$ cat config.mk
export PLATFORM = sky130hd
export DESIGN_NAME = acmp_ctrl
export DESIGN_NICKNAME = d
export VERILOG_FILES = /design/src/acmp_pkg.sv /design/src/acmp_evt_if.sv /design/src/acmp_sync_edge.sv /design/src/acmp_ctrl.sv
export SDC_FILE = /design/constraint.sdc
export NUM_CORES = 1
export LEC_CHECK = 0
export ABC_CLOCK_PERIOD_IN_PS = 2300
export BUFFER_PORTS_ARGS = -buffer_cell sky130_fd_sc_hd__buf_2
export CAP_MARGIN = 20
export CORE_MARGIN = 4
export CORE_UTILIZATION = 45
export CTS_BUF_LIST = sky130_fd_sc_hd__clkbuf_4
export DETAILED_ROUTE_END_ITERATION = 6
export HOLD_SLACK_MARGIN = 0.1
export PLACE_DENSITY_LB_ADDON = 0.25
export REMOVE_ABC_BUFFERS = 1
export SYNTH_ARGS = -nofsm -noshare
export SYNTH_HDL_FRONTEND = slang
export SYNTH_SLANG_ARGS = --single-unit
$ cat constraint.sdc
create_clock -name ref_clk_i -period 2.3 [get_ports ref_clk_i]
set_input_delay 0.23 -clock ref_clk_i [delete_from_list [all_inputs] [get_ports ref_clk_i]]
set_output_delay 0.23 -clock ref_clk_i [all_outputs]
set_load 0.03 [all_outputs]
$ cat src/acmp_pkg.sv
// constants, register map and field layout of the comparator control block
// assumes a 32-bit apb slave port and a single 250 MHz clock
package acmp_pkg;

  // ==========================================================================
  // register map: printed offsets are indices, byte address is four times
  localparam int unsigned ADDR_W        = 12;
  localparam logic [7:0]  CSR_IDX       = 8'h50;
  localparam logic [7:0]  IMASK_IDX     = 8'h51;
  localparam logic [7:0]  CONVB_IDX     = 8'h7B;
  localparam logic [1:0]  WORD_PAD      = 2'h0;

  // ==========================================================================
  // comparator_control_status fields
  localparam int unsigned CSR_OFF_BIT   = 7;
  localparam int unsigned CSR_REF_BIT   = 6;
  localparam int unsigned CSR_RES_BIT   = 5;
  localparam int unsigned CSR_FLAG_BIT  = 4;
  localparam int unsigned CSR_IE_BIT    = 3;
  localparam int unsigned CSR_CAP_BIT   = 2;
  localparam int unsigned CSR_MODE_HI   = 1;
  localparam int unsigned CSR_MODE_LO   = 0;
  localparam logic        CSR_BIT_RST   = 1'b0;
  localparam logic [1:0]  MODE_RST      = 2'h0;

  // ==========================================================================
  // converter_control_b fields
  localparam int unsigned CONVB_MUX_BIT = 6;
  localparam int unsigned TRIG_W        = 3;
  localparam logic [2:0]  TRIG_RST      = 3'h0;

  // ==========================================================================
  // event modes
  localparam logic [1:0]  MODE_TOGGLE   = 2'h0;
  localparam logic [1:0]  MODE_RSVD     = 2'h1;
  localparam logic [1:0]  MODE_FALL     = 2'h2;
  localparam logic [1:0]  MODE_RISE     = 2'h3;

  // ==========================================================================
  // misc
  localparam int unsigned NUM_CHAN      = 8;
  localparam int unsigned SEL_W         = 3;
  localparam logic [31:0] RDATA_ZERO    = 32'h0000_0000;
  localparam int unsigned SYNC_FILL     = 3;
  localparam logic [2:0]  FILL_RST      = 3'h0;

  // apb state machine
  typedef enum logic [2:0] {
    ACMP_IDLE   = 3'b001,
    ACMP_ACCESS = 3'b010,
    ACMP_DONE   = 3'b100
  } acmp_apb_st_t;

  function automatic logic [ADDR_W-1:0] acmp_byte_addr(input logic [7:0] idx);
    acmp_byte_addr = {2'h0, idx, WORD_PAD};
  endfunction

endpackage

$ cat src/acmp_evt_if.sv
// signals between the control module and the synchroniser/edge module
// assumes both ends run on the same clock
`timescale 1ns/1ns
interface acmp_evt_if;
  logic       cmp_raw;
  logic       hold;
  logic [1:0] mode;
  logic       result;
  logic       evt;

  modport ctrl_mp (output cmp_raw, output hold, output mode, input result, input evt);
  modport edge_mp (input cmp_raw, input hold, input mode, output result, output evt);
endinterface

$ cat src/acmp_sync_edge.sv
// synchroniser and event detector for the comparator output
// assumes raw comparator output may be asynchronous to ref_clk_i
`timescale 1ns/1ns
module acmp_sync_edge
  import acmp_pkg::*;
(
  // clock and reset
  input  wire logic   clk_i,
  input  wire logic   rst_n_i,
  // link to control
  acmp_evt_if.edge_mp evt_if
);

  logic sync1_q;
  logic sync2_q;
  logic prev_q;
  logic [SYNC_FILL-1:0] fill_q;

  // events wait until prev_q holds a settled level, otherwise the first
  // synchronised level after reset would look like an output edge
  always_ff @(posedge clk_i or negedge rst_n_i) begin
    if (!rst_n_i) begin
      fill_q <= FILL_RST;
    end else begin
      fill_q <= {fill_q[SYNC_FILL-2:0], 1'b1};
    end
  end

  // ==========================================================================
  // synchroniser: first stage feeds only the second
  always_ff @(posedge clk_i or negedge rst_n_i) begin
    if (!rst_n_i) begin
      sync1_q <= 1'b0;
    end else begin
      sync1_q <= evt_if.cmp_raw;
    end
  end

  // frozen while off so no new output transition appears
  always_ff @(posedge clk_i or negedge rst_n_i) begin
    if (!rst_n_i) begin
      sync2_q <= 1'b0;
      prev_q  <= 1'b0;
    end else begin
      if (!evt_if.hold) begin
        sync2_q <= sync1_q;
      end
      prev_q <= sync2_q;
    end
  end

  assign evt_if.result = sync2_q;

  // ==========================================================================
  // event select
  always_comb begin
    case (evt_if.mode)
      MODE_TOGGLE: evt_if.evt = sync2_q ^ prev_q;
      MODE_FALL:   evt_if.evt = prev_q & ~sync2_q;
      MODE_RISE:   evt_if.evt = sync2_q & ~prev_q;
      default:     evt_if.evt = 1'b0;
    endcase
    if (!fill_q[SYNC_FILL-1]) begin
      evt_if.evt = 1'b0;
    end
  end

endmodule

$ cat src/acmp_ctrl.sv
// top of the comparator control block: apb registers, input select, interrupt
// assumes analog levels arrive as sampled codes synchronous to ref_clk_i
`timescale 1ns/1ns
module acmp_ctrl
  import acmp_pkg::*;
#(
  parameter int unsigned         LVL_W   = 10,
  parameter logic [LVL_W-1:0]    REF_LVL = 10'h1C2
)(
  // clock and reset
  input  wire logic                   ref_clk_i,
  input  wire logic                   rst_n_i,
  // apb slave
  input  wire logic                   psel_i,
  input  wire logic                   penable_i,
  input  wire logic                   pwrite_i,
  input  wire logic [ADDR_W-1:0]      paddr_i,
  input  wire logic [31:0]            pwdata_i,
  output logic      [31:0]            prdata_o,
  output logic                        pready_o,
  output logic                        pslverr_o,
  // analog levels
  input  wire logic [LVL_W-1:0]       positive_pin_i,
  input  wire logic [LVL_W-1:0]       negative_pin_i,
  input  wire logic [NUM_CHAN*LVL_W-1:0] converter_channels_i,
  // converter and processor state
  input  wire logic                   converter_enable_i,
  input  wire logic [SEL_W-1:0]       channel_select_i,
  input  wire logic                   converter_power_reduce_i,
  input  wire logic                   global_irq_enable_i,
  input  wire logic                   irq_vector_ack_i,
  // outputs to the rest of the chip
  output logic                        irq_o,
  output logic                        capture_trig_o,
  output logic                        comparator_off_o,
  output logic                        neg_mux_active_o,
  output logic [TRIG_W-1:0]           trigger_select_o
);

  // ==========================================================================
  // reset release
  logic rst_s1_q;
  logic rst_n_q;

  always_ff @(posedge ref_clk_i or negedge rst_n_i) begin
    if (!rst_n_i) begin
      rst_s1_q <= 1'b0;
      rst_n_q  <= 1'b0;
    end else begin
      rst_s1_q <= 1'b1;
      rst_n_q  <= rst_s1_q;
    end
  end

  // ==========================================================================
  // register state
  logic              off_q;
  logic              ref_sel_q;
  logic              flag_q;
  logic              flag_d;
  logic              ie_q;
  logic              cap_en_q;
  logic [1:0]        mode_q;
  logic              mask_q;
  logic              mux_en_q;
  logic [TRIG_W-1:0] trig_q;

  // ==========================================================================
  // apb slave: one wait state, answer on the second access cycle
  acmp_apb_st_t st_q;
  acmp_apb_st_t st_d;
  logic         wr_fire;
  logic         hit_csr;
  logic         hit_mask;
  logic         hit_convb;
  logic         hit_any;
  logic [31:0]  rdata_d;
  logic         acc_phase;
  logic         csr_wr;

  assign hit_csr   = (paddr_i == acmp_byte_addr(CSR_IDX));
  assign hit_mask  = (paddr_i == acmp_byte_addr(IMASK_IDX));
  assign hit_convb = (paddr_i == acmp_byte_addr(CONVB_IDX));
  assign hit_any   = hit_csr | hit_mask | hit_convb;
  assign wr_fire   = psel_i & penable_i & pready_o & pwrite_i;
  assign acc_phase = (st_q == ACMP_ACCESS) & psel_i & penable_i;
  assign csr_wr    = wr_fire & hit_csr;

  always_comb begin
    case (st_q)
      ACMP_IDLE:   st_d = (psel_i && !penable_i) ? ACMP_ACCESS : ACMP_IDLE;
      ACMP_ACCESS: st_d = (psel_i && penable_i) ? ACMP_DONE : ACMP_IDLE;
      ACMP_DONE:   st_d = (psel_i && !penable_i) ? ACMP_ACCESS : ACMP_IDLE;
      default:     st_d = ACMP_IDLE;
    endcase
  end

  always_ff @(posedge ref_clk_i or negedge rst_n_q) begin
    if (!rst_n_q) begin
      st_q <= ACMP_IDLE;
    end else begin
      st_q <= st_d;
    end
  end

  // read mux: reserved bits stay zero
  always_comb begin
    rdata_d = RDATA_ZERO;
    if (hit_csr) begin
      rdata_d[CSR_OFF_BIT]  = off_q;
      rdata_d[CSR_REF_BIT]  = ref_sel_q;
      rdata_d[CSR_RES_BIT]  = evt_if.result;
      rdata_d[CSR_FLAG_BIT] = flag_q;
      rdata_d[CSR_IE_BIT]   = ie_q;
      rdata_d[CSR_CAP_BIT]  = cap_en_q;
      rdata_d[CSR_MODE_HI]  = mode_q[1];
      rdata_d[CSR_MODE_LO]  = mode_q[0];
    end else if (hit_mask) begin
      rdata_d[CSR_FLAG_BIT] = mask_q;
    end else if (hit_convb) begin
      rdata_d[CONVB_MUX_BIT]   = mux_en_q;
      rdata_d[TRIG_W-1:0]      = trig_q;
    end
  end

  always_ff @(posedge ref_clk_i or negedge rst_n_q) begin
    if (!rst_n_q) begin
      pready_o <= 1'b0;
    end else begin
      pready_o <= acc_phase;
    end
  end

  always_ff @(posedge ref_clk_i or negedge rst_n_q) begin
    if (!rst_n_q) begin
      pslverr_o <= 1'b0;
    end else begin
      pslverr_o <= acc_phase & ~hit_any;
    end
  end

  // zero outside the answer cycle keeps stale data off the bus
  always_ff @(posedge ref_clk_i or negedge rst_n_q) begin
    if (!rst_n_q) begin
      prdata_o <= RDATA_ZERO;
    end else if (acc_phase && !pwrite_i) begin
      prdata_o <= rdata_d;
    end else begin
      prdata_o <= RDATA_ZERO;
    end
  end

  // ==========================================================================
  // control fields
  always_ff @(posedge ref_clk_i or negedge rst_n_q) begin
    if (!rst_n_q) begin
      off_q <= CSR_BIT_RST;
    end else if (csr_wr) begin
      off_q <= pwdata_i[CSR_OFF_BIT];
    end
  end

  always_ff @(posedge ref_clk_i or negedge rst_n_q) begin
    if (!rst_n_q) begin
      ref_sel_q <= CSR_BIT_RST;
    end else if (csr_wr) begin
      ref_sel_q <= pwdata_i[CSR_REF_BIT];
    end
  end

  always_ff @(posedge ref_clk_i or negedge rst_n_q) begin
    if (!rst_n_q) begin
      ie_q <= CSR_BIT_RST;
    end else if (csr_wr) begin
      ie_q <= pwdata_i[CSR_IE_BIT];
    end
  end

  always_ff @(posedge ref_clk_i or negedge rst_n_q) begin
    if (!rst_n_q) begin
      cap_en_q <= CSR_BIT_RST;
    end else if (csr_wr) begin
      cap_en_q <= pwdata_i[CSR_CAP_BIT];
    end
  end

  // mode changes with the interrupt enabled may raise a stray event
  always_ff @(posedge ref_clk_i or negedge rst_n_q) begin
    if (!rst_n_q) begin
      mode_q <= MODE_RST;
    end else if (csr_wr) begin
      mode_q <= pwdata_i[CSR_MODE_HI:CSR_MODE_LO];
    end
  end

  always_ff @(posedge ref_clk_i or negedge rst_n_q) begin
    if (!rst_n_q) begin
      mask_q <= CSR_BIT_RST;
    end else if (wr_fire && hit_mask) begin
      mask_q <= pwdata_i[CSR_FLAG_BIT];
    end
  end

  // only the mux enable and trigger select bits are stored
  always_ff @(posedge ref_clk_i or negedge rst_n_q) begin
    if (!rst_n_q) begin
      mux_en_q <= CSR_BIT_RST;
      trig_q   <= TRIG_RST;
    end else if (wr_fire && hit_convb) begin
      mux_en_q <= pwdata_i[CONVB_MUX_BIT];
      trig_q   <= pwdata_i[TRIG_W-1:0];
    end
  end

  // ==========================================================================
  // input selection and compare
  function automatic logic [LVL_W-1:0] chan_pick(
    input logic [NUM_CHAN*LVL_W-1:0] lvls,
    input logic [SEL_W-1:0]          sel
  );
    chan_pick = lvls[sel*LVL_W +: LVL_W];
  endfunction

  logic             mux_active;
  logic [LVL_W-1:0] pos_lvl;
  logic [LVL_W-1:0] neg_lvl;

  // power reduction also blocks the channel path, matching the converter's gating
  assign mux_active = mux_en_q & ~converter_enable_i & ~converter_power_reduce_i;
  assign neg_lvl    = mux_active ? chan_pick(converter_channels_i, channel_select_i)
                                 : negative_pin_i;
  assign pos_lvl    = ref_sel_q ? REF_LVL : positive_pin_i;

  acmp_evt_if evt_if ();

  assign evt_if.cmp_raw = (pos_lvl > neg_lvl);
  assign evt_if.hold    = off_q;
  assign evt_if.mode    = mode_q;

  acmp_sync_edge u_sync_edge (
    .clk_i   (ref_clk_i),
    .rst_n_i (rst_n_q),
    .evt_if  (evt_if.edge_mp)
  );

  // ==========================================================================
  // interrupt flag: a new event wins over a clear in the same cycle
  always_comb begin
    flag_d = flag_q;
    if (irq_vector_ack_i) begin
      flag_d = 1'b0;
    end
    if (wr_fire && hit_csr && pwdata_i[CSR_FLAG_BIT]) begin
      flag_d = 1'b0;
    end
    if (evt_if.evt && !off_q) begin
      flag_d = 1'b1;
    end
  end

  always_ff @(posedge ref_clk_i or negedge rst_n_q) begin
    if (!rst_n_q) begin
      flag_q <= CSR_BIT_RST;
    end else begin
      flag_q <= flag_d;
    end
  end

  // ==========================================================================
  // registered outputs
  always_ff @(posedge ref_clk_i or negedge rst_n_q) begin
    if (!rst_n_q) begin
      irq_o <= 1'b0;
    end else begin
      irq_o <= flag_q & ie_q & mask_q & global_irq_enable_i;
    end
  end

  always_ff @(posedge ref_clk_i or negedge rst_n_q) begin
    if (!rst_n_q) begin
      capture_trig_o <= 1'b0;
    end else begin
      capture_trig_o <= cap_en_q & evt_if.result;
    end
  end

  always_ff @(posedge ref_clk_i or negedge rst_n_q) begin
    if (!rst_n_q) begin
      comparator_off_o <= 1'b0;
    end else begin
      comparator_off_o <= off_q;
    end
  end

  always_ff @(posedge ref_clk_i or negedge rst_n_q) begin
    if (!rst_n_q) begin
      neg_mux_active_o <= 1'b0;
    end else begin
      neg_mux_active_o <= mux_active;
    end
  end

  always_ff @(posedge ref_clk_i or negedge rst_n_q) begin
    if (!rst_n_q) begin
      trigger_select_o <= TRIG_RST;
    end else begin
      trigger_select_o <= trig_q;
    end
  end

endmodule

==> metrics.md, run 1 <==
| Metric | Value |
|---|---|
| Status | `finished, final reports clean` |
| Final clock skew | `10.6 ps` |
| Worst path arrival time | `2200 ps` |
| Crit-path max FO | `15` |
| Post-synth top area share | `0.364` |
| CTS tree | `done` |
| Fin Hold WS | `139 ps` |
| DRC Markers | `0` |
| Die height | `85.2 um` |
| Startpoint class of the critical path | `input pin` |
| Clock period minus worst slack | `1980 ps` |
| CTS H-tree lvls | `2` |
| Max clock buf depth | `2` |
| Cts hold-fix bufs | `3` |
| CTS Sinks | `40` |
| Setup WS post-layout | `317 ps` |
| Period utilisation layout | `0.862` |
| Final hold violation count | `0` |
| Cell area after layout | `0.00356 sq mm` |
| CP required | `2520 ps` |
| Ys Warns | `0` |
| Worst path max stage delay | `510 ps` |
| Stages on worst setup path | `11` |
| Number of port buffers | `147` |
| Synth Cell Area | `0.00268 sq mm` |
| Clk root buf | `clkbuf_4` |
| Cts repair resizes | `0` |
| First-pass GRT wire length | `11400 um` |
| Layout cells sized above 1 | `0.546` |
| Vias | `2311` |
| Worst-Skew Late Latency | `340 ps` |
| Dpl ws | `-33.6 ps` |
| Worst VDD drop | `0.344 mV` |
| Die ar. | `0.00726 sq mm` |
| Pin count of the biggest net entering global routing | `39` |
| Placed cell areas | `0.00346 sq mm` |
| Max Slew Vio Count | `0` |
| Die extent in x | `85.2 um` |
| Diode count | `0` |
| Area of the multi-input gates | `0.00154 sq mm` |
| Most common library cell in the layout ignoring fill and taps | `buf_2` |
| RSZ-0062 raised after global routing | `no` |
| Post-Route WL | `7060 um` |
| Crit. End Element | `flip-flop` |
| All-Layer GR Usage | `0.196` |
| Number of synthesized flops with an enable pin | `0` |
| Pwr dens | `412 mW/mm^2` |
| GRT overflow | `0` |
| Placer Congestion | `0.760` |
| WL per Instance | `15.5 um` |
| #FFs+latches synth | `40` |
| Fin cells | `455` |
| Cell family with most CP delay | `compound AO/OA/AOI/OAI gates` |
| Post-layout net count | `550` |
| Final Util | `0.631` |
| Asr flop ratio synth | `1.00` |
| Hold WC Path Type | `in2reg` |
| Detail Route Antenna Nets | `0` |
| Max cap viols | `0` |
| Fmax | `0.504 GHz` |
| WHS Path Cells | `2` |
| Dpl hpwl | `6000 um` |
| Vias in the first global route | `2585` |
| Synth top area cells | `dfrtp_1 36%, mux4_2 17%, buf_4 6.7%` |
| Setup tns final | `0 ps` |
| Register area share after synthesis | `0.374` |
| R2R depth | `9` |
| CP Buf/Inv Count | `2` |
| FILL cells | `485` |
| Total Power | `1.47 mW` |
| CP cell instances | `buf_2 -> buf_12 -> mux4_2 -> mux2i_1 -> nand2_1 -> o21ai_0 -> ha_1 -> a21oi_1 -> o21ai_0 -> a211oi_1 -> a21oi_1` |
| Vias per cell | `5.08` |
| Initial Utilization | `0.475` |
| IO Pins | `197` |
| Worst path slowest cell | `mux4_2` |
| FP Rows | `27` |
| Clk slew on worst S/H paths | `110 ps` |
| CTS buffer count | `5` |
| Setup Viol. Count Final | `0` |
| Leak | `1.91 nW` |
| Dpl cells | `443` |
| Register area | `0.00100 sq mm` |
| Crit path kind | `in2reg` |
| Synth cell types | `42` |
| Commonest non-fill, non-tap cells in the layout | `147 x buf_2, 39 x dfrtp_1, 26 x conb_1, 20 x mux4_2, 13 x mux2_2` |
| Cell taking the most area after synthesis | `dfrtp_1` |
| Primary FF master, synth | `dfrtp_1` |
| Pre-Repair DR Iteration Count | `4` |
| Synth-to-Final Area Change | `32.7%` |
| Post-Syn Area per Cell | `12.0 sq um` |
| Post-Syn Instances | `224` |
| Post-CTS setup buffer count | `0` |
| Initial antenna violation count | `0` |
| Placeable Area | `0.00564 sq mm` |
| Initial DRC count | `84` |
==> metal layers <==
| metal | part of all wire | global-route usage |
|---|---|---|
| met5 | 0 | 0 |
| met4 | 0.021 | 0.0705 |
| met3 | 0.085 | 0.0485 |
| met2 | 0.54 | 0.364 |
| met1 | 0.36 | 0.213 |
==> where the power goes <==
part           switching (mW)  internal, mW
Combinational           0.185         0.202
Clock                   0.203         0.141
Sequential             0.0133         0.723
Total                   0.401          1.07
==> synth_stat cells, types with 5 or more instances <==
library cell,number
nor2_1,8
nor2b_1,6
nand4_1,5
or2_2,5
inv_1,7
mux2i_1,10
mux2_2,13
mux4_2,20
clkbuf_1,5
nand2b_1,5
nand2_1,10
a21oi_1,5
dfrtp_1,39
ha_1,12
buf_4,24
o21ai_0,10
==> flip-flops by register name (all words and copies together), names as in the netlist, 2 cells and up <==
signal,cells
prdata_o,8
trig_q,3
u_sync_edge.fill_q,3
trigger_select_o,3
evt_if.mode,2
st_q,3
==> area by class of cell <==
class                           count  area share
Sequential cell                    40       0.282
Clock inverter                      1     0.00105
Clock buffer                        7      0.0148
Timing Repair Buffer              159       0.238
Tap cell                           72      0.0253
Inverter                            7     0.00738
Multi-Input combinational cell    169       0.432
==> logic make-up (layout without fill, tap and decap cells) <==
kind of cell,after synthesis,in the layout,synth area share
mux,44,44,0.265
other cells,2,26,0.00280
simple gates,61,61,0.152
xor+xnor,1,1,0.00327
flops,40,40,0.374
buf+inv,39,174,0.0891
fa+ha+maj,12,12,0.0560
compound gates,25,25,0.0583
==> worst paths after layout <==
| path | to | slack, ps | start |
|---|---|---|---|
| setup / recovery | u_sync_edge.sync1_q | 320 | channel_select_i[0] |
| hold / removal | trig_q[0] | 140 | pwdata_i[0] |
| setup reg to reg | u_sync_edge.sync1_q | 360 | mux_en_q |
| hold reg to reg | capture_trig_o | 280 | rst_n_q |
| max in group asynchronous | st_q[0] | 1660 | rst_n_q |
| min in group asynchronous | rst_n_q | 210 | rst_n_i |
==> worst register-to-register path, delay by kind of cell (launching register included) <==
kind,cells,cell delay (ps)
flops,1,410
compound gates,5,710
fa+ha+maj,1,310
buf+inv,1,190
simple gates,2,230
Power figures use the tool's default switching activity.
==> inputs of run 2 (changes only) <==
Settings changed: ABC_CLOCK_PERIOD_IN_PS 2300 to 1600, CORE_UTILIZATION 45 to 38.
Clock period 2.3 ns to 1.6 ns, I/O delays scaled along.
==> run 2 against run 1 <==
  * The run now ends with setup timing left
  * First-iteration DRC count decreased by 1.2%
  * Clock skew decreased by 4.5 ps
  * Wire length increased by 3.4%
  * Critical path type is now reg2reg
  * Flip-flop and latch count unchanged
  * Non-clock buffer count increased by 28
  * Clock-buffer cell count unchanged
  * Highest routed layer unchanged
==> metrics.md, run 2 (synthesized netlist as in run 1, its figures left out) <==
| Metric | Value |
|---|---|
| Failing checks | `setup timing` |
| Pre-Repair DR Iteration Count | `4 (unchanged)` |
| FILL cells | `609 (+26%)` |
| Crit. End Element | `flip-flop` |
| CP cell instances | `nor3b_4 -> buf_4 -> clkbuf_16 -> nand2_2 -> o21ai_1 -> ha_1 -> and4_4 -> nand4_1 -> o22ai_2 -> a21oi_2` |
| Period utilisation layout | `1.20` |
| WL per Instance | `14.4 um (-7.4%)` |
| First-pass GRT wire length | `11200 um (-1.6%)` |
| Hold WC Path Type | `in2async` |
| Pin count of the biggest net entering global routing | `39 (unchanged)` |
| Worst-Skew Late Latency | `340 ps (about the same)` |
| RSZ-0062 raised after global routing | `yes` |
| Area of the multi-input gates | `0.00159 sq mm (+3.3%)` |
| Total Power | `2.17 mW (+48%)` |
| CTS H-tree lvls | `2 (unchanged)` |
| Register area | `0.00100 sq mm (unchanged)` |
| Worst path max stage delay | `400 ps (-110 ps)` |
| Synth-to-Final Area Change | `46.7%` |
| Status | `finished with violations` |
| All-Layer GR Usage | `0.163 (-0.0327)` |
| Initial Utilization | `0.393 (-0.0828)` |
| Crit path kind | `reg2reg` |
| Initial antenna violation count | `1 (+1)` |
| Setup WS post-layout | `-315 ps (-632 ps)` |
| Crit-path max FO | `5 (-10)` |
| Pwr dens | `552 mW/mm^2 (+34%)` |
| Max clock buf depth | `2 (unchanged)` |
| Detail Route Antenna Nets | `0 (unchanged)` |
| Placer Congestion | `0.792 (+4.2%)` |
| Max cap viols | `0 (unchanged)` |
| Die extent in x | `92.0 um (+8.0%)` |
| Max Slew Vio Count | `0 (unchanged)` |
| Dpl hpwl | `5980 um (-0.33%)` |
| Largest reg by FF count | `prdata_o` |
| Final hold violation count | `0 (unchanged)` |
| Fmax | `0.522 GHz` |
| Final clock skew | `6.07 ps (-4.54 ps)` |
| Number of port buffers | `147 (unchanged)` |
| Number of flip-flops in the largest register | `8 (unchanged)` |
| Leak | `2.08 nW (+8.9%)` |
| Post-layout net count | `578 (+5.1%)` |
| Worst path slowest cell | `dfrtp_1` |
| Worst VDD drop | `0.275 mV (-20%)` |
| Vias in the first global route | `2574 (-0.43%)` |
| CTS Sinks | `40 (unchanged)` |
| CTS tree | `done` |
| Clk root buf | `clkbuf_4` |
| CTS buffer count | `5 (unchanged)` |
| GRT overflow | `0 (unchanged)` |
| IO Pins | `197 (unchanged)` |
| Clk slew on worst S/H paths | `100 ps (about the same)` |
| FP Rows | `30 (+11%)` |
| Initial DRC count | `83 (-1.2%)` |
| CP Buf/Inv Count | `2 (unchanged)` |
| Die height | `92.0 um (+8.0%)` |
| Layout cells sized above 1 | `0.589 (+0.0431)` |
| Vias per cell | `4.80 (-5.5%)` |
| CP required | `1830 ps (-690 ps)` |
| Commonest non-fill, non-tap cells in the layout | `147 x buf_2, 39 x dfrtp_1, 26 x conb_1, 23 x buf_4, 20 x mux4_2` |
| Worst path arrival time | `2140 ps (-60 ps)` |
| Startpoint class of the critical path | `flip-flop` |
| Clock period minus worst slack | `1920 ps` |
| Die ar. | `0.00847 sq mm (+17%)` |
| Setup Viol. Count Final | `1 (+1)` |
| DRC Markers | `0 (unchanged)` |
| Vias | `2439 (+5.5%)` |
| Post-Route WL | `7310 um (+3.4%)` |
| Placeable Area | `0.00683 sq mm (+21%)` |
| Fin Hold WS | `116 ps (-23.2 ps)` |
| Cell family with most CP delay | `simple AND/OR/NAND/NOR gates` |
| Most common library cell in the layout ignoring fill and taps | `buf_2` |
==> run 2: timing repair <==
action                                 in CTS  in global routing
gates resized for setup                     2                 18
hold buffers                               10                  0
cloned                                      0                  2
setup endpoints to repair                   1                  1
setup buffers                               0                  4
endpoints found under the hold margin      16                  0
pin swaps                                   0                  9
==> run 2: routing by layer <==
metal,GRT usage,part of all wire,up-vias
li1,-,-,1158
met1,0.166,0.35,1160
met2,0.315,0.55,108
met3,0.0443,0.081,13
met4,0.0569,0.021,0
met5,0,0,-
==> run 2: area by class of cell <==
| class | count | area share |
|---|---|---|
| clock inverters | 1 | 0.000954 |
| diodes | 1 | 0.000636 |
| clock buffers | 7 | 0.0134 |
| inverters | 7 | 0.00668 |
| repair buffers | 187 | 0.290 |
| flip-flops and latches | 40 | 0.255 |
| well taps | 96 | 0.0305 |
| multi-input cells | 169 | 0.403 |
==> run 2: path summary, 6_finish.rpt <==
check | from | end | slack [ps] | depth (start not counted)
worst max-delay path | mux_en_q | u_sync_edge.sync1_q | -320 | 10
worst min-delay path | rst_n_i | rst_n_q | 120 | 2
worst max register to register | mux_en_q | u_sync_edge.sync1_q | -320 | 10
worst min register to register | rst_n_q | comparator_off_o | 300 | 1
max in group asynchronous | rst_n_q | st_q[0] | 970 | 1
min in group ref_clk_i | psel_i | st_q[1] | 120 | 2
==> run 2: metrics by stage <==
| step | area (sq um) | worst slack (ps) | TNS, ps | cells | util |
|---|---|---|---|---|---|
| floorplan | 2560 | -957 | -1410 | 216 | - |
| global placement | 3650 | -598 | -3070 | 484 | 0.534 |
| detailed placement | 3650 | -639 | -3430 | 484 | 0.534 |
| CTS | 3810 | -270 | -270 | 502 | 0.558 |
| global route | 3940 | -443 | -443 | 508 | 0.576 |
| finish | 3940 | -315 | -315 | 508 | 0.576 |
==> run 2: power by group <==
part           switching, mW  internal [mW]
combinational          0.287          0.335
clock                  0.292          0.203
sequential            0.0177           1.04
total                  0.597           1.58
==> inputs of run 3 (changes only) <==
Settings changed: BUFFER_PORTS_ARGS -buffer_cell sky130_fd_sc_hd__buf_2 to -buffer_cell sky130_fd_sc_hd__clkbuf_2, PLACE_DENSITY from default to 0.79, PLACE_DENSITY_LB_ADDON 0.25 to default.
==> run 3 against run 2 <==
  * The run still ends with setup timing left
  * Cell count is 0.79% lower
  * Clock power is 2% lower
  * Global-route usage is 1.0 points higher
  * Critical endpoint unchanged
  * Flip-flop and latch count stayed put
  * Largest cell class unchanged
  * Hold slack better by 1.4 ps
  * Clock skew is 0.96 ps lower
  * Wire length is 0.12% higher
  * First-iteration DRC count is 39% lower
  * Sequential share of layout area is 0.66 points higher
==> metrics.md, run 3 (synthesized netlist as in run 1, its figures left out) <==
| Metric | Value |
|---|---|
| Initial antenna violation count | `0 (-1)` |
| Worst r2r src | `mux_en_q` |
| Most common library cell in the layout ignoring fill and taps | `clkbuf_2` |
| R2R setup slack | `-200 ps (+120 ps)` |
| Diode count | `0 (-1)` |
| FP Rows | `30 (unchanged)` |
| DR WL met2 | `4090 um (+1.7%)` |
| Crit path kind | `in2reg` |
| WL met1 | `2410 um (-4.8%)` |
| Setup WS post-layout | `-217 ps (+98.3 ps)` |
| Worst path arrival time | `2030 ps (-110 ps)` |
| Clock share of power | `0.225 (-0.003)` |
| Vias | `2450 (+0.45%)` |
| Largest reg by FF count | `prdata_o` |
| Dpl cells | `483 (-0.21%)` |
| WL per Instance | `14.5 um (+0.92%)` |
| IO Pins | `197 (unchanged)` |
| Worst VDD drop | `0.267 mV (-3.2%)` |
| Clock period minus worst slack | `1820 ps (-98.3 ps)` |
| FILL cells | `585 (-3.9%)` |
| Startpoint class of the critical path | `input pin` |
| Synth-to-Final Area Change | `43.0%` |
| Final hold violation count | `0 (unchanged)` |
| Placeable Area | `0.00683 sq mm (unchanged)` |
| Sw Share | `0.271 (-0.00326)` |
| Pre-Repair DR Iteration Count | `4 (unchanged)` |
| DRC Markers | `0 (unchanged)` |
| CP Capture Point | `u_sync_edge.sync1_q` |
| Vias per cell | `4.86 (+1.2%)` |
| Final clock skew | `5.11 ps (-0.963 ps)` |
| Leak | `2.05 nW (-1.2%)` |
| CP required | `1820 ps (about the same)` |
| Vias in the first global route | `2655 (+3.1%)` |
| Failing checks | `setup timing` |
| Setup Viol. Count Final | `1 (unchanged)` |
| Hold WC Path Type | `in2reg` |
| Fmax | `0.550 GHz (+5.4%)` |
| Crit-path max FO | `6 (+1)` |
| GRT overflow | `0 (unchanged)` |
| Initial DRC count | `51 (-39%)` |
| Psw | `0.583 mW (-2.2%)` |
| Pin count of the biggest net entering global routing | `39 (unchanged)` |
| Max clock buf depth | `2 (unchanged)` |
| Die height | `92.0 um (unchanged)` |
| Commonest non-fill, non-tap cells in the layout | `147 x clkbuf_2, 39 x dfrtp_1, 26 x conb_1, 23 x buf_4, 20 x mux4_2` |
| Placer Congestion | `0.848 (+7.0%)` |
| Dpl hpwl | `6400 um (+7.0%)` |
| Layout cells sized above 1 | `0.561 (-0.0275)` |
| Number of port buffers | `147 (unchanged)` |
| Initial Utilization | `0.393 (unchanged)` |
| Max Slew Vio Count | `0 (unchanged)` |
| Detail Route Antenna Nets | `0 (unchanged)` |
| Status | `finished with violations` |
| Period utilisation layout | `1.14 (-0.0614)` |
| RSZ-0062 raised after global routing | `yes` |
| WL met3 | `568 um (-4.2%)` |
| Pwr dens | `561 mW/mm^2 (+1.6%)` |
| Seq pwr share | `0.491 (+0.005)` |
| Max cap viols | `0 (unchanged)` |
| Worst-Skew Late Latency | `330 ps (about the same)` |
| Max layer used | `met4` |
| Post-Route WL | `7320 um (+0.12%)` |
| CTS H-tree lvls | `2 (unchanged)` |
| CTS tree | `done` |
| Internal | `1.57 mW (-0.59%)` |
| Crit. End Element | `flip-flop` |
| Die ar. | `0.00847 sq mm (unchanged)` |
| Final Util | `0.561 (-0.0147)` |
| First-pass GRT wire length | `11600 um (+4.3%)` |
| Comb pwr share | `0.284 (-0.002)` |
| R2R depth | `8 (-2)` |
| Crit path from | `channel_select_i[0]` |
| Number of flip-flops in the largest register | `8 (unchanged)` |
| CTS buffer count | `5 (unchanged)` |
| Clk slew on worst S/H paths | `100 ps (about the same)` |
| Worst r2r dst | `u_sync_edge.sync1_q` |
| Clk root buf | `clkbuf_4` |
| All-Layer GR Usage | `0.173 (+0.0102)` |
| Die extent in x | `92.0 um (unchanged)` |
| Post-layout net count | `575 (-0.52%)` |
| CTS Sinks | `40 (unchanged)` |
| Fin cells | `504 (-0.79%)` |
==> run 3: cell count changes in the layout (fill, tap and decap cells not counted), sizes merged <==
cell	delta
buf	-149
clkbuf	+145
diode	-1
dlygate4sd3	+1
==> run 3: worst min-delay path by stage <==
stage / from / endpoint / slack [ps] / depth (start not counted)
after floorplan: rst_n_i / rst_n_q / -140 / 0
after global placement: rst_n_i / rst_s1_q / -50 / 1
after detailed placement: rst_n_i / rst_s1_q / -50 / 1
after CTS: global_irq_enable_i / irq_o / 100 / 2
after global routing: psel_i / st_q[1] / 100 / 2
final: psel_i / st_q[1] / 120 / 2
==> run 3: layout make-up <==
cell class,instances,area [sq um],share of cell area
multi-input combinational,169,1550,0.405
timing repair buffer,184,1080,0.281
sequential,40,1000,0.261
tap,96,120,0.0313
clock buffer,7,52.6,0.0137
inverter,7,26.3,0.00685
clock inverter,1,3.75,0.000979
==> run 3: stage by stage <==
step                setup slack (ps)  TNS [ps]  cell area (sq um)  hold WS (ps)  power [mW]
floorplan                       -957     -1410               2560          -136        1.38
CTS                             -216      -216               3790           104        2.17
finish                          -217      -217               3830           117        2.15
global placement                -544     -2710               3640         -53.2        1.64
detailed placement              -620     -3330               3640         -48.8        1.66
global route                    -375      -375               3830           104        2.30
==> run 3: power by group through the flow <==
stage               clock network (mW)  registers (mW)  logic, mW
floorplan                            0            1.09      0.298
global route                     0.562            1.06      0.671
detailed placement                   0            1.08      0.584
global placement                     0            1.08      0.562
CTS                              0.508            1.06      0.605
finish                           0.484            1.06      0.610
==> run 3: worst max-delay path, cell delays in order <==
cell      delay, ps
clkbuf_2        110
buf_4           180
mux4_2          520
mux2i_1         140
nand2_1          60
o21ai_0          90
ha_1            280
a21o_1          170
a211oi_2        220
a21oi_1         100
==> run 3: metal layers <==
layer / track usage / vias to the layer above
li1: - / 1157
met1: 0.170 / 1148
met3: 0.0443 / 19
met5: 0 / -
met2: 0.338 / 126
met4: 0.0730 / 0
==> run 3: timing repair <==
action | CTS | global route
gates resized for setup | 3 | 2
hold endpoints to repair | 14 | 3
pin swaps | 1 | 2
buffers inserted | 0 | 2
setup endpoints to repair | 1 | 3
hold buffers | 9 | 2
